## src/core/stt_pkg.sv

```systemverilog
// Package: register map, field positions, reset values and tick constants of timer two
package stt_pkg;

	// ****************************************
	// Register map
	// ****************************************
	localparam logic [7:0]  STT_CTRL_IDX    = 8'hC8;
	localparam logic [7:0]  STT_MODE_IDX    = 8'hC9;
	localparam logic [7:0]  STT_CNT_LO_IDX  = 8'hCC;
	localparam logic [7:0]  STT_CNT_HI_IDX  = 8'hCD;
	localparam logic [7:0]  STT_RLD_LO_IDX  = 8'hCA;
	localparam logic [7:0]  STT_RLD_HI_IDX  = 8'hCB;
	localparam logic [7:0]  STT_SER_IDX     = 8'hD0;

	// ****************************************
	// Control and mode fields
	// ****************************************
	localparam int          STT_OVF_BIT     = 7;
	localparam int          STT_EXT_BIT     = 6;
	localparam int          STT_RXSRC_BIT   = 5;
	localparam int          STT_TXSRC_BIT   = 4;
	localparam int          STT_TRIGEN_BIT  = 3;
	localparam int          STT_RUN_BIT     = 2;
	localparam int          STT_SRC_BIT     = 1;
	localparam int          STT_CAP_BIT     = 0;
	localparam int          STT_OE_BIT      = 1;
	localparam int          STT_DOWN_COUNT_ENABLE_BIT    = 0;

	// ****************************************
	// Reset values and counts
	// ****************************************
	localparam logic [7:0]  STT_CTRL_RST    = 8'h00;
	localparam logic [1:0]  STT_MODE_RST    = 2'h0;
	localparam logic [15:0] STT_CNT_RST     = 16'h0000;
	localparam logic [15:0] STT_CNT_MAX     = 16'hFFFF;
	localparam int          STT_MACHINE_DIV = 12;
	localparam int          STT_STATE_DIV   = 2;
	localparam logic [1:0]  STT_RESP_OKAY   = 2'h0;
	localparam logic [1:0]  STT_RESP_SLVERR = 2'h2;

	// Byte address of a register index
	function automatic logic [9:0] stt_byte_addr(input logic [7:0] idx);
		stt_byte_addr = {idx, 2'h0};
	endfunction : stt_byte_addr

endpackage : stt_pkg

```

## src/core/stt_pin_if.sv

```systemverilog
// Interface: synchronised pin levels and falling edge strobes
interface stt_pin_if;
	logic trig_level;
	logic trig_fall;
	logic count_fall;
	modport sync (output trig_level, output trig_fall, output count_fall);
	modport core (input trig_level, input trig_fall, input count_fall);
endinterface : stt_pin_if

```

## src/core/stt_pin_sync.sv

```systemverilog
// Synchroniser and falling edge detector for the trigger and count pins
module stt_pin_sync (
	// Clock and reset
	input  wire logic aclk,
	input  wire logic aresetn,
	// Raw pins
	input  wire logic trigger_direction_input,
	input  wire logic external_count_pin,
	// Synchronised result
	stt_pin_if.sync   pins
);
	logic [1:0] trig_sync_reg;
	logic [1:0] cnt_sync_reg;
	logic       trig_prev_reg;
	logic       cnt_prev_reg;

	always_ff @(posedge aclk) begin
		if (!aresetn) begin
			trig_sync_reg <= 2'h3;
			cnt_sync_reg  <= 2'h3;
			trig_prev_reg <= 1'b1;
			cnt_prev_reg  <= 1'b1;
		end else begin
			trig_sync_reg <= {trig_sync_reg[0], trigger_direction_input};
			cnt_sync_reg  <= {cnt_sync_reg[0], external_count_pin};
			trig_prev_reg <= trig_sync_reg[1];
			cnt_prev_reg  <= cnt_sync_reg[1];
		end
	end

	assign pins.trig_level = trig_sync_reg[1];
	assign pins.trig_fall  = trig_prev_reg & ~trig_sync_reg[1];
	assign pins.count_fall = cnt_prev_reg & ~cnt_sync_reg[1];
endmodule : stt_pin_sync

```

## src/core/stt_timer.sv

```systemverilog
// Sixteen-bit timer two with AXI4-Lite register access
// Overview of operation
// - 16-bit counter; source is internal twelfth-rate tick or external falling edges.
// - Overflow flag set by overflow, cleared by software, never in baud mode.
// - External flag set by trigger capture or reload when enabled; software clears.
// - With down-count enabled the external flag does not request interrupt.
// - Receive-source bit routes this timer's overflow pulses to serial receive.
// - Transmit-source bit routes this timer's overflow pulses to serial transmit.
// - Trigger enable allows trigger falls to capture or reload; clear ignores them.
// - Run bit starts and stops counting; zero means timer off.
// - Capture bit selects capture on trigger; clear selects reload on overflow/trigger.
// - In baud mode capture bit ignored; reload on every overflow.
// - Mode register holds output enable bit 1, down-count enable bit 0.
// - Down-count enable resets to zero, so default counting is upward.
// - Up mode counts to FFFF, then sets overflow flag and reloads.
// - Up mode with trigger enable: trigger fall reloads and sets external flag.
// - Interrupt request when enabled and overflow flag is one, or external flag is one with down-count disabled.
// - Up/down mode, trigger high: count up, overflow sets flag and reloads.
// - Up/down mode, trigger low: count down, match reload value gives underflow.
// - Up/down mode external flag toggles on every overflow and underflow.
// - Baud mode counts at half oscillator rate; serial clocks pulse once per overflow, not overflow/16.
// - Baud mode trigger fall sets external flag without reloading.
module stt_timer
	import stt_pkg::*;
(
	// Clock and reset
	input  wire logic        aclk,
	input  wire logic        aresetn,
	// AXI4-Lite write address
	input  wire logic [31:0] s_axi_awaddr,
	input  wire logic        s_axi_awvalid,
	output logic             s_axi_awready,
	// AXI4-Lite write data
	input  wire logic [31:0] s_axi_wdata,
	input  wire logic [3:0]  s_axi_wstrb,
	input  wire logic        s_axi_wvalid,
	output logic             s_axi_wready,
	// AXI4-Lite write response
	output logic [1:0]       s_axi_bresp,
	output logic             s_axi_bvalid,
	input  wire logic        s_axi_bready,
	// AXI4-Lite read address
	input  wire logic [31:0] s_axi_araddr,
	input  wire logic        s_axi_arvalid,
	output logic             s_axi_arready,
	// AXI4-Lite read data
	output logic [31:0]      s_axi_rdata,
	output logic [1:0]       s_axi_rresp,
	output logic             s_axi_rvalid,
	input  wire logic        s_axi_rready,
	// Pins
	input  wire logic        trigger_direction_input,
	input  wire logic        external_count_pin,
	// Serial port and interrupt side
	input  wire logic        timer_one_overflow,
	input  wire logic        timer_irq_enable,
	output logic             serial_rx_clock,
	output logic             serial_tx_clock,
	output logic             timer_irq_req
);

	// ****************************************
	// State
	// ****************************************
	logic [7:0]  ctrl_reg;
	logic [1:0]  mode_reg;
	logic [15:0] count_reg;
	logic [15:0] reload_reg;
	logic [3:0]  presc_reg;
	logic        ovf_pulse_reg;
	logic [3:0]  div16_reg;
	logic        baud_tick_reg;
	logic        clk_out_reg;
	logic        tick;
	logic        baud_mode;
	logic        updown;
	logic        trig_event;
	logic        wrap_up;
	logic        wrap_down;
	logic        ovf_event;
	logic        sw_wr;
	logic [7:0]  sw_wbyte;
	logic [7:0]  sw_widx;
	logic        aw_held_reg;
	logic        w_held_reg;
	logic [7:0]  aw_idx_reg;
	logic [7:0]  w_byte_reg;
	logic        w_lane_reg;

	stt_pin_if pins ();

	stt_pin_sync u_sync (
		.aclk                    (aclk),
		.aresetn                 (aresetn),
		.trigger_direction_input (trigger_direction_input),
		.external_count_pin      (external_count_pin),
		.pins                    (pins)
	);

	// ****************************************
	// Mode decode
	// ****************************************
	// baud mode
	assign baud_mode = ctrl_reg[STT_RXSRC_BIT] | ctrl_reg[STT_TXSRC_BIT];
	assign updown    = mode_reg[STT_DOWN_COUNT_ENABLE_BIT] & ~baud_mode & ~ctrl_reg[STT_CAP_BIT];
	assign trig_event = pins.trig_fall & ctrl_reg[STT_TRIGEN_BIT];

	always_comb begin
		if (ctrl_reg[STT_SRC_BIT])
			tick = pins.count_fall;
		else if (baud_mode)
			tick = (presc_reg == 4'(STT_STATE_DIV - 1)) || (presc_reg == 4'(STT_MACHINE_DIV - 1))
				|| (presc_reg[0] == 1'b1);
		else
			tick = (presc_reg == 4'(STT_MACHINE_DIV - 1));
	end

	always_ff @(posedge aclk) begin
		if (!aresetn)
			presc_reg <= 4'h0;
		else if (presc_reg == 4'(STT_MACHINE_DIV - 1))
			presc_reg <= 4'h0;
		else
			presc_reg <= presc_reg + 4'h1;
	end

	assign wrap_up   = ctrl_reg[STT_RUN_BIT] && tick && (count_reg == STT_CNT_MAX)
		&& !(updown && !pins.trig_level);
	assign wrap_down = ctrl_reg[STT_RUN_BIT] && tick && updown && !pins.trig_level
		&& (count_reg == reload_reg);
	assign ovf_event = wrap_up | wrap_down;

	// ****************************************
	// Counter
	// ****************************************
	always_ff @(posedge aclk) begin
		if (!aresetn)
			count_reg <= STT_CNT_RST;
		else if (sw_wr && sw_widx == STT_CNT_LO_IDX)
			count_reg[7:0] <= sw_wbyte;
		else if (sw_wr && sw_widx == STT_CNT_HI_IDX)
			count_reg[15:8] <= sw_wbyte;
		else if (wrap_down)
			count_reg <= STT_CNT_MAX;
		// capture mode rolls over to zero instead
		else if (wrap_up && (baud_mode || !ctrl_reg[STT_CAP_BIT]))
			count_reg <= reload_reg;
		else if (trig_event && !baud_mode && !updown && !ctrl_reg[STT_CAP_BIT])
			count_reg <= reload_reg;
		else if (ctrl_reg[STT_RUN_BIT] && tick && updown && !pins.trig_level)
			count_reg <= count_reg - 16'h0001;
		else if (ctrl_reg[STT_RUN_BIT] && tick)
			count_reg <= count_reg + 16'h0001;
	end

	always_ff @(posedge aclk) begin
		if (!aresetn)
			reload_reg <= STT_CNT_RST;
		else if (trig_event && !baud_mode && ctrl_reg[STT_CAP_BIT])
			reload_reg <= count_reg;
		else if (sw_wr && sw_widx == STT_RLD_LO_IDX)
			reload_reg[7:0] <= sw_wbyte;
		else if (sw_wr && sw_widx == STT_RLD_HI_IDX)
			reload_reg[15:8] <= sw_wbyte;
	end

	// ****************************************
	// Control and mode registers
	// ****************************************
	always_ff @(posedge aclk) begin
		if (!aresetn) begin
			ctrl_reg <= STT_CTRL_RST;
		end else begin
			if (sw_wr && sw_widx == STT_CTRL_IDX)
				ctrl_reg <= sw_wbyte;
			if (ovf_event && !baud_mode)
				ctrl_reg[STT_OVF_BIT] <= 1'b1;
			if (ovf_event && updown)
				ctrl_reg[STT_EXT_BIT] <= ~ctrl_reg[STT_EXT_BIT];
			else if (trig_event && !updown)
				ctrl_reg[STT_EXT_BIT] <= 1'b1;
		end
	end

	always_ff @(posedge aclk) begin
		if (!aresetn)
			mode_reg <= STT_MODE_RST;
		else if (sw_wr && sw_widx == STT_MODE_IDX)
			mode_reg <= sw_wbyte[1:0];
	end

	// ****************************************
	// Serial clocks and interrupt
	// ****************************************
	// Overflow pulse and divide-by-16 baud tick
	always_ff @(posedge aclk) begin
		if (!aresetn) begin
			ovf_pulse_reg <= 1'b0;
			div16_reg     <= 4'h0;
			baud_tick_reg <= 1'b0;
		end else begin
			ovf_pulse_reg <= ovf_event;
			if (ovf_event)
				div16_reg <= div16_reg + 4'h1;
			baud_tick_reg <= ovf_event && (div16_reg == 4'hF);
		end
	end

	// Clock-out toggle, one edge per overflow
	always_ff @(posedge aclk) begin
		if (!aresetn)
			clk_out_reg <= 1'b0;
		else if (ovf_event && mode_reg[STT_OE_BIT])
			clk_out_reg <= ~clk_out_reg;
	end

	always_ff @(posedge aclk) begin
		if (!aresetn) begin
			serial_rx_clock <= 1'b0;
			serial_tx_clock <= 1'b0;
		end else begin
			serial_rx_clock <= ctrl_reg[STT_RXSRC_BIT] ? ovf_pulse_reg : timer_one_overflow;
			serial_tx_clock <= ctrl_reg[STT_TXSRC_BIT] ? ovf_pulse_reg : timer_one_overflow;
		end
	end

	always_ff @(posedge aclk) begin
		if (!aresetn)
			timer_irq_req <= 1'b0;
		else
			timer_irq_req <= timer_irq_enable && (ctrl_reg[STT_OVF_BIT]
				|| (ctrl_reg[STT_EXT_BIT] && !mode_reg[STT_DOWN_COUNT_ENABLE_BIT]));
	end

	// ****************************************
	// AXI4-Lite write path
	// ****************************************
	assign sw_wr    = aw_held_reg && w_held_reg && !s_axi_bvalid;
	// Cleared low lane strobe steers the byte to no register
	assign sw_widx  = w_lane_reg ? aw_idx_reg : 8'h00;
	assign sw_wbyte = w_byte_reg;

	// Ready pulses last one cycle so each item is taken exactly once
	always_ff @(posedge aclk) begin
		if (!aresetn) begin
			s_axi_awready <= 1'b0;
			s_axi_wready  <= 1'b0;
		end else begin
			s_axi_awready <= !aw_held_reg && !s_axi_awready && s_axi_awvalid;
			s_axi_wready  <= !w_held_reg && !s_axi_wready && s_axi_wvalid;
		end
	end

	// Address and data halves held until the response is taken
	always_ff @(posedge aclk) begin
		if (!aresetn) begin
			aw_held_reg <= 1'b0;
			w_held_reg  <= 1'b0;
			aw_idx_reg  <= 8'h00;
			w_byte_reg  <= 8'h00;
			w_lane_reg  <= 1'b0;
		end else begin
			if (s_axi_awvalid && s_axi_awready) begin
				aw_held_reg <= 1'b1;
				aw_idx_reg  <= s_axi_awaddr[9:2];
			end
			if (s_axi_wvalid && s_axi_wready) begin
				w_held_reg <= 1'b1;
				w_byte_reg <= s_axi_wdata[7:0];
				w_lane_reg <= s_axi_wstrb[0];
			end
			if (s_axi_bvalid && s_axi_bready) begin
				aw_held_reg <= 1'b0;
				w_held_reg  <= 1'b0;
			end
		end
	end

	// The write lands on the edge at which the response rises
	always_ff @(posedge aclk) begin
		if (!aresetn) begin
			s_axi_bvalid <= 1'b0;
			s_axi_bresp  <= STT_RESP_OKAY;
		end else if (sw_wr) begin
			s_axi_bvalid <= 1'b1;
			s_axi_bresp  <= is_mapped(aw_idx_reg) ? STT_RESP_OKAY : STT_RESP_SLVERR;
		end else if (s_axi_bvalid && s_axi_bready) begin
			s_axi_bvalid <= 1'b0;
		end
	end

	function automatic logic is_mapped(input logic [7:0] idx);
		is_mapped = (idx == STT_CTRL_IDX) || (idx == STT_MODE_IDX) || (idx == STT_CNT_LO_IDX)
			|| (idx == STT_CNT_HI_IDX) || (idx == STT_RLD_LO_IDX) || (idx == STT_RLD_HI_IDX)
			|| (idx == STT_SER_IDX);
	endfunction : is_mapped

	// ****************************************
	// AXI4-Lite read path
	// ****************************************
	always_ff @(posedge aclk) begin
		if (!aresetn) begin
			s_axi_arready <= 1'b0;
			s_axi_rvalid  <= 1'b0;
			s_axi_rdata   <= 32'h0000_0000;
			s_axi_rresp   <= STT_RESP_OKAY;
		end else begin
			s_axi_arready <= !s_axi_rvalid && !s_axi_arready && s_axi_arvalid;
			if (s_axi_arvalid && s_axi_arready) begin
				s_axi_rvalid <= 1'b1;
				s_axi_rresp  <= is_mapped(s_axi_araddr[9:2]) ? STT_RESP_OKAY : STT_RESP_SLVERR;
				case (s_axi_araddr[9:2])
					STT_CTRL_IDX:   s_axi_rdata <= {24'h0, ctrl_reg};
					STT_MODE_IDX:   s_axi_rdata <= {30'h0, mode_reg};
					STT_CNT_LO_IDX: s_axi_rdata <= {24'h0, count_reg[7:0]};
					STT_CNT_HI_IDX: s_axi_rdata <= {24'h0, count_reg[15:8]};
					STT_RLD_LO_IDX: s_axi_rdata <= {24'h0, reload_reg[7:0]};
					STT_RLD_HI_IDX: s_axi_rdata <= {24'h0, reload_reg[15:8]};
					STT_SER_IDX:    s_axi_rdata <= {29'h0, clk_out_reg, baud_tick_reg, pins.trig_level};
					default:        s_axi_rdata <= 32'h0000_0000;
				endcase
			end else if (s_axi_rvalid && s_axi_rready) begin
				s_axi_rvalid <= 1'b0;
			end
		end
	end

endmodule : stt_timer

```

## config.mk

```make
export PLATFORM = sky130hd
export DESIGN_NAME = stt_timer
export DESIGN_NICKNAME = d
export VERILOG_FILES = /design/src/core/stt_pkg.sv /design/src/core/stt_pin_if.sv /design/src/core/stt_pin_sync.sv /design/src/core/stt_timer.sv
export SDC_FILE = /design/constraint.sdc
export NUM_CORES = 1
export LEC_CHECK = 0
export BUFFER_PORTS_ARGS = -buffer_cell sky130_fd_sc_hd__buf_4
export CORE_UTILIZATION = 50
export CTS_BUF_LIST = sky130_fd_sc_hd__clkbuf_2
export DETAILED_ROUTE_END_ITERATION = 7
export GPL_TIMING_DRIVEN = 1
export PLACE_DENSITY_LB_ADDON = 0.05
export SYNTH_ARGS = -nofsm -noshare
export SYNTH_HDL_FRONTEND = slang
export SYNTH_HIERARCHICAL = 1
export SYNTH_SLANG_ARGS = --single-unit
export TNS_END_PERCENT = 20
```

## constraint.sdc

```tcl
create_clock -name aclk -period 6.2 [get_ports aclk]
set_clock_uncertainty 0.1 [all_clocks]
set_input_delay 0.62 -clock aclk [delete_from_list [all_inputs] [get_ports aclk]]
set_output_delay 0.62 -clock aclk [all_outputs]
set_load 0.02 [all_outputs]
```

Word-level counts from Yosys, hierarchy flattened
Cells that the tools add are included.
- $add $sub $neg: 4
- eq/ne operators: 27
- mux-type cells: 28
- bitwise operators: 15
- reduce and logical (&&, ||, !) cells: 80
- operators with widths (operator ; number):
    8-bit equality test (second input constant) ; 20
    16-bit 2-to-1 mux ; 6
    8-bit 2-to-1 mux ; 8
    8-bit one-hot mux with 7 select lines ; 1
    1-bit logical AND ; 38
    16-bit by 1-bit adder with 16-bit output (second input constant) ; 1
    16-bit equality test ; 1
    16-bit equality test (second input constant) ; 1
    1-bit logical OR ; 16
    16-bit by 1-bit subtractor with 16-bit output (second input constant) ; 1
    1-bit zero test ; 13
    6-bit nonzero test ; 2
    1-bit 2-to-1 mux ; 11
    2-bit nonzero test ; 5
    4-bit by 1-bit adder with 4-bit output (second input constant) ; 2
    4-bit equality test (second input constant) ; 2
    1-bit inverter ; 8
    2-bit AND reduction ; 3
    1-bit AND ; 5
    4-bit by 1-bit equality test with 1-bit output (second input constant) ; 1
    2-bit 2-to-1 mux ; 2
    2-bit != test (second input constant) ; 2
    2-bit OR reduction ; 2
    3-bit nonzero test ; 1
    1-bit OR ; 2
- flip-flop bits (word level): 122
- bits of input ports: 111
- output and inout bits: 44
- word-level logic and storage cells: 187

Longest topological paths before layout
- depth after elaboration: 14
- mapped depth: 14
- gate-level depth less buffers: 13

By module
Netlist, hierarchy kept.
- by module, submodules not included (module ; instances ; cells each ; area an instance (µm²) ; seq. area each (µm²)):
    stt_timer ; 1 ; 638 ; 5253.8 ; 1801.7
    stt_pin_sync ; 1 ; 14 ; 170.2 ; 120.1

Worst setup path after synthesis
No wires, ideal clock.
- path type: reg-to-reg
- from: register presc_reg[0]
- to: register count_reg[15]
- arrival: 2870 ps
- required time: 6014 ps
- setup slack: 3143 ps
- cell stages (with the launch flop): 15
- buffers on the path: 1
- cells stage by stage: dfxtp_1 > ha_1 > nand3b_1 > o21ai_0 > and4b_1 > buf_2 > ha_1 > a21oi_1 > o21ai_0 > a31oi_1 > nand4b_1 > a31oi_1 > xnor2_1 > mux2i_1 > a221oi_2
- cells in the longest elaborated chain, start to end: 13
- elaborated cells on any way between the ends: 20
- classes of those cells: 2 x eq/ne; 7 x mux; 11 x reduce/logical
- RTL lines (element ; RTL line ; RTL):
    start, declared ; stt_timer.sv:69 ; logic [3:0] presc_reg;
    start signal, assigned ; stt_timer.sv:124 ; presc_reg <= presc_reg + 4'h1;
    4-bit by 1-bit equality test with 1-bit output / 4-bit equality test (equally long branches) ; stt_timer.sv:112, stt_timer.sv:115 ;
    1-bit logical OR ; stt_timer.sv:112 ; tick = (presc_reg == 4'(STT_STATE_DIV - 1)) || (presc_reg == 4'(STT_MACHINE_DIV - 1))
    1-bit logical OR ; stt_timer.sv:113 ; || (presc_reg[0] == 1'b1);
    1-bit 2-to-1 mux (*) ; stt_timer.sv:111 ; else if (baud_mode)
    1-bit 2-to-1 mux (*) ; stt_timer.sv:109 ; if (ctrl_reg[STT_SRC_BIT])
    1-bit logical AND (*) ; - ;
    1-bit logical AND (2 in a row) ; stt_timer.sv:129, stt_timer.sv:150 ;
    16-bit 2-to-1 mux ; stt_timer.sv:150 ; else if (ctrl_reg[STT_RUN_BIT] && tick && updown && !pins.trig_level)
    16-bit 2-to-1 mux ; stt_timer.sv:148 ; else if (trig_event && !baud_mode && !updown && !ctrl_reg[STT_CAP_BIT])
    16-bit 2-to-1 mux ; stt_timer.sv:146 ; else if (wrap_up && (baud_mode || !ctrl_reg[STT_CAP_BIT]))
    16-bit 2-to-1 mux ; stt_timer.sv:143 ; else if (wrap_down)
    8-bit 2-to-1 mux ; stt_timer.sv:141 ; else if (sw_wr && sw_widx == STT_CNT_HI_IDX)
    end signal, assigned ; stt_timer.sv:142 ; count_reg[15:8] <= sw_wbyte;
    end signal, assigned ; stt_timer.sv:147 ; count_reg <= reload_reg;
    end signal, assigned ; stt_timer.sv:149 ; count_reg <= reload_reg;
    end, declared ; stt_timer.sv:67 ; logic [15:0] count_reg;
Mark *: on every way between the ends. The rest lies on a longest branch, timed or not.
A chain may end at the register's enable or synchronous reset.

Worst setup path in the final report
Ends and elaborated chain as after synthesis.

==> flow_summary.toml <==
[floorplan]
boundaryPins = 155
dieArea_sq_um = 11300
design.core.area_sq_um = 10400
placement_rows = 37
die_width_microns = 106
dieHeight_microns = 106
floorplan.initialDensity_pct = 52.1

[clock_tree]
number_of_resized_instances_in_the_post_cts_repair_step = 0
tritoncts = "yes"
cts_num_sinks = 96
cts.htree.levels = 3
postCtsHoldBufs = 0
postCtsSetupRepairBufs = 0
clk_root_buffer_cell = "clkbuf_2"
clkLatencyLatePin_ns = 0.57
clk_path_buf_depth = 2
cts_inserted_buffers = 9
path_clk_slew_ns = 0.28

[sta]
hold_violations = 0
postLayoutSetupSlackWorst_ns = 2.17
maxSlewViolCount = 0
fin_setup_tns_ns = 0
final.min_clock_period_ns = 4.03
grt_setup_unrepaired = "false"
maxClockFrequency_mhz = 248
setup_violations = 0
period_share_pct = 65.0
slew_headroom_pct = 32.1
worst_pin_slew_ns = 1.02

[worst_setup_path]
arrival_time_of_the_worst_setup_path_ns = 4.44
rrSetupSlack_ns = 2.17
worstReg2RegEnd = "count_reg[15]"
crit_path_max_fanout = 18
critical_path.startpoint_type = "flip-flop"
cp-end-kind = "flip-flop"
critical_path_required_ns = 6.61
worst-setup-path-type = "reg2reg"
rr_worst_depth = 13
crit-reg2reg-launch = "presc_reg[0]"

[global_routing]
grt_pass1_wl_mm = 23.5
grt-ovfl-total = 0
grt_antenna_before_repair = 0
grt_usage_pct = 26.3
number_of_global_route_vias_before_repair = 4655
grt_max_degree = 41

[logic_synthesis]
netlist_top_cells_area = "dfxtp_1, a21oi_1, nand2_1"
warnings_from_yosys = 6
postSynth.asyncResetShare_pct = 0
synth.top_cell.area_share_pct = 35.4
netlist_instances = 652
synth_seq_area_share_pct = 35.4
netlist_area_sq_um = 5420
syn-mean-instance-area_sq_um = 8.32
yosys_most_used_dff = "dfxtp_1"
synth.ff_latch_count = 96
post-synth-top-area-cell = "dfxtp_1"
ys_types = 63
synth-edff-count = 0

[route]
detail_route.drc_violations = 0
first_iter_violations = 333
detail_route.first_pass.iterations = 5
drtAntennaViolNets = 0
routed_wire_length_per_instance_microns = 17.2
detail_route.wirelength_mm = 14.3
vias_per_cell = 5.92
detailroute.via_count = 4899

[place]
buffer_ports.inserted = 53
hpwl_mm = 10.5
dpl_worst_slack_ns = 2.25
gp_congestion = 0.930

[final_layout]
drive_gt1_share_pct = 14.0
diodes = 0
commonest_non_fill_non_tap_cell_in_the_layout = "dfxtp_1"
synthToLayoutAreaGrowth_pct = 8.14
layout.nets = 815
layout_common_cells = "dfxtp_1, nand2_1, a21oi_1"
utilization_pct = 56.3

[min_path]
type_of_the_most_critical_hold_path = "in2reg"
hold-path-cell-count = 2
min_to = "u_sync/trig_sync_reg[0]"
timing.hold.worst.start = "trigger_direction_input"

[status]
status = "finished clean"

[pwr]
power.leakage_nw = 2.39
power_per_cell_area_nw_per_um2 = 173
max-vdd-ir-drop_mv = 0.119

[job]
drv_cap = 0
==> how the worst max path moves through the flow <==
| stage | startpoint | endpoint | slack (ns) | cells after the start |
|---|---|---|---|---|
| 2_1_floorplan | presc_reg[0] | count_reg[15] | 3.14 | 14 |
| 3_3_place_gp | presc_reg[0] | count_reg[15] | 2.33 | 13 |
| 3_5_place_dp | presc_reg[0] | count_reg[15] | 2.25 | 13 |
| 4_1_cts | presc_reg[0] | count_reg[15] | 2.17 | 13 |
| 5_1_grt | presc_reg[0] | count_reg[15] | 1.76 | 13 |
| 6_report | presc_reg[0] | count_reg[15] | 2.17 | 13 |
==> report_power, final <==
| group | internal (mW) | switching (mW) | total [mW] |
|---|---|---|---|
| combinational | 0.0290 | 0.0480 | 0.0770 |
| sequential | 0.630 | 0.0122 | 0.642 |
| clock | 0.0630 | 0.234 | 0.297 |
| total | 0.721 | 0.294 | 1.02 |
==> cells by family after synthesis <==
| family | synth area share (%) |
|---|---|
| and+or+nand+nor | 21.0 |
| AOI/OAI and AO/OA | 20.9 |
| DFF | 35.4 |
| buffers and inverters | 6.92 |
| xor gates and xnor gates | 5.33 |
| muxes | 6.09 |
| adders and majority gates | 4.29 |
| other | 0.0691 |
==> synth_stat cells, types with 8 or more instances <==
master	number
ha_1	17
mux2i_1	24
mux2_2	8
nor2_1	54
nand3_1	21
nor3_1	9
o221ai_1	12
a211oi_1	16
a31oi_1	13
a22oi_1	16
nand2_1	81
nand4_1	12
o21ai_0	15
a21oi_1	69
nand2b_1	12
inv_1	9
buf_4	29
dfxtp_1	96
buf_2	9
clkbuf_1	13
xnor2_1	27
==> metal layers <==
layer	GRT usage, %	vias to the layer above	part of all wire (%)
li1	-	2370	-
met1	35.4	2325	45
met2	42.2	170	47
met3	5.33	34	5.9
met5	0	-	0
met4	8.43	0	2.2
==> critical path: stages (launching register included) <==
cell and delay, ns:
dfxtp_1 0.47, ha_1 0.24, nand3b_1 0.13, o21ai_0 0.18
and4b_1 0.82, ha_1 0.43, a21oi_1 0.13, o21ai_0 0.19
a31oi_1 0.33, nand4b_1 0.16, a31oi_1 0.24, xnor2_1 0.14
mux2i_1 0.10, a221oi_2 0.29
==> per-stage QoR <==
step | cell area (sq um) | total power, mW | instances | hold WS (ns)
final | 5870 | 1.02 | 827 | 0.0925
after CTS | 5870 | 1.02 | 827 | 0.0675
after floorplan | 5520 | 0.709 | 677 | 0.286
after detailed placement | 5760 | 0.729 | 811 | 0.306
after global placement | 5760 | 0.727 | 811 | 0.288
after global routing | 5870 | 1.06 | 827 | 0.0298
==> layout make-up <==
class | instances | area (sq um)
fill | 1020 | 4550
multi-input combinational | 515 | 3220
sequential | 96 | 1920
timing repair buffer | 55 | 413
tap | 136 | 170
clock inverter | 7 | 61.3
clock buffer | 9 | 45.0
inverter | 9 | 33.8
(Power assumes the default switching activity.)
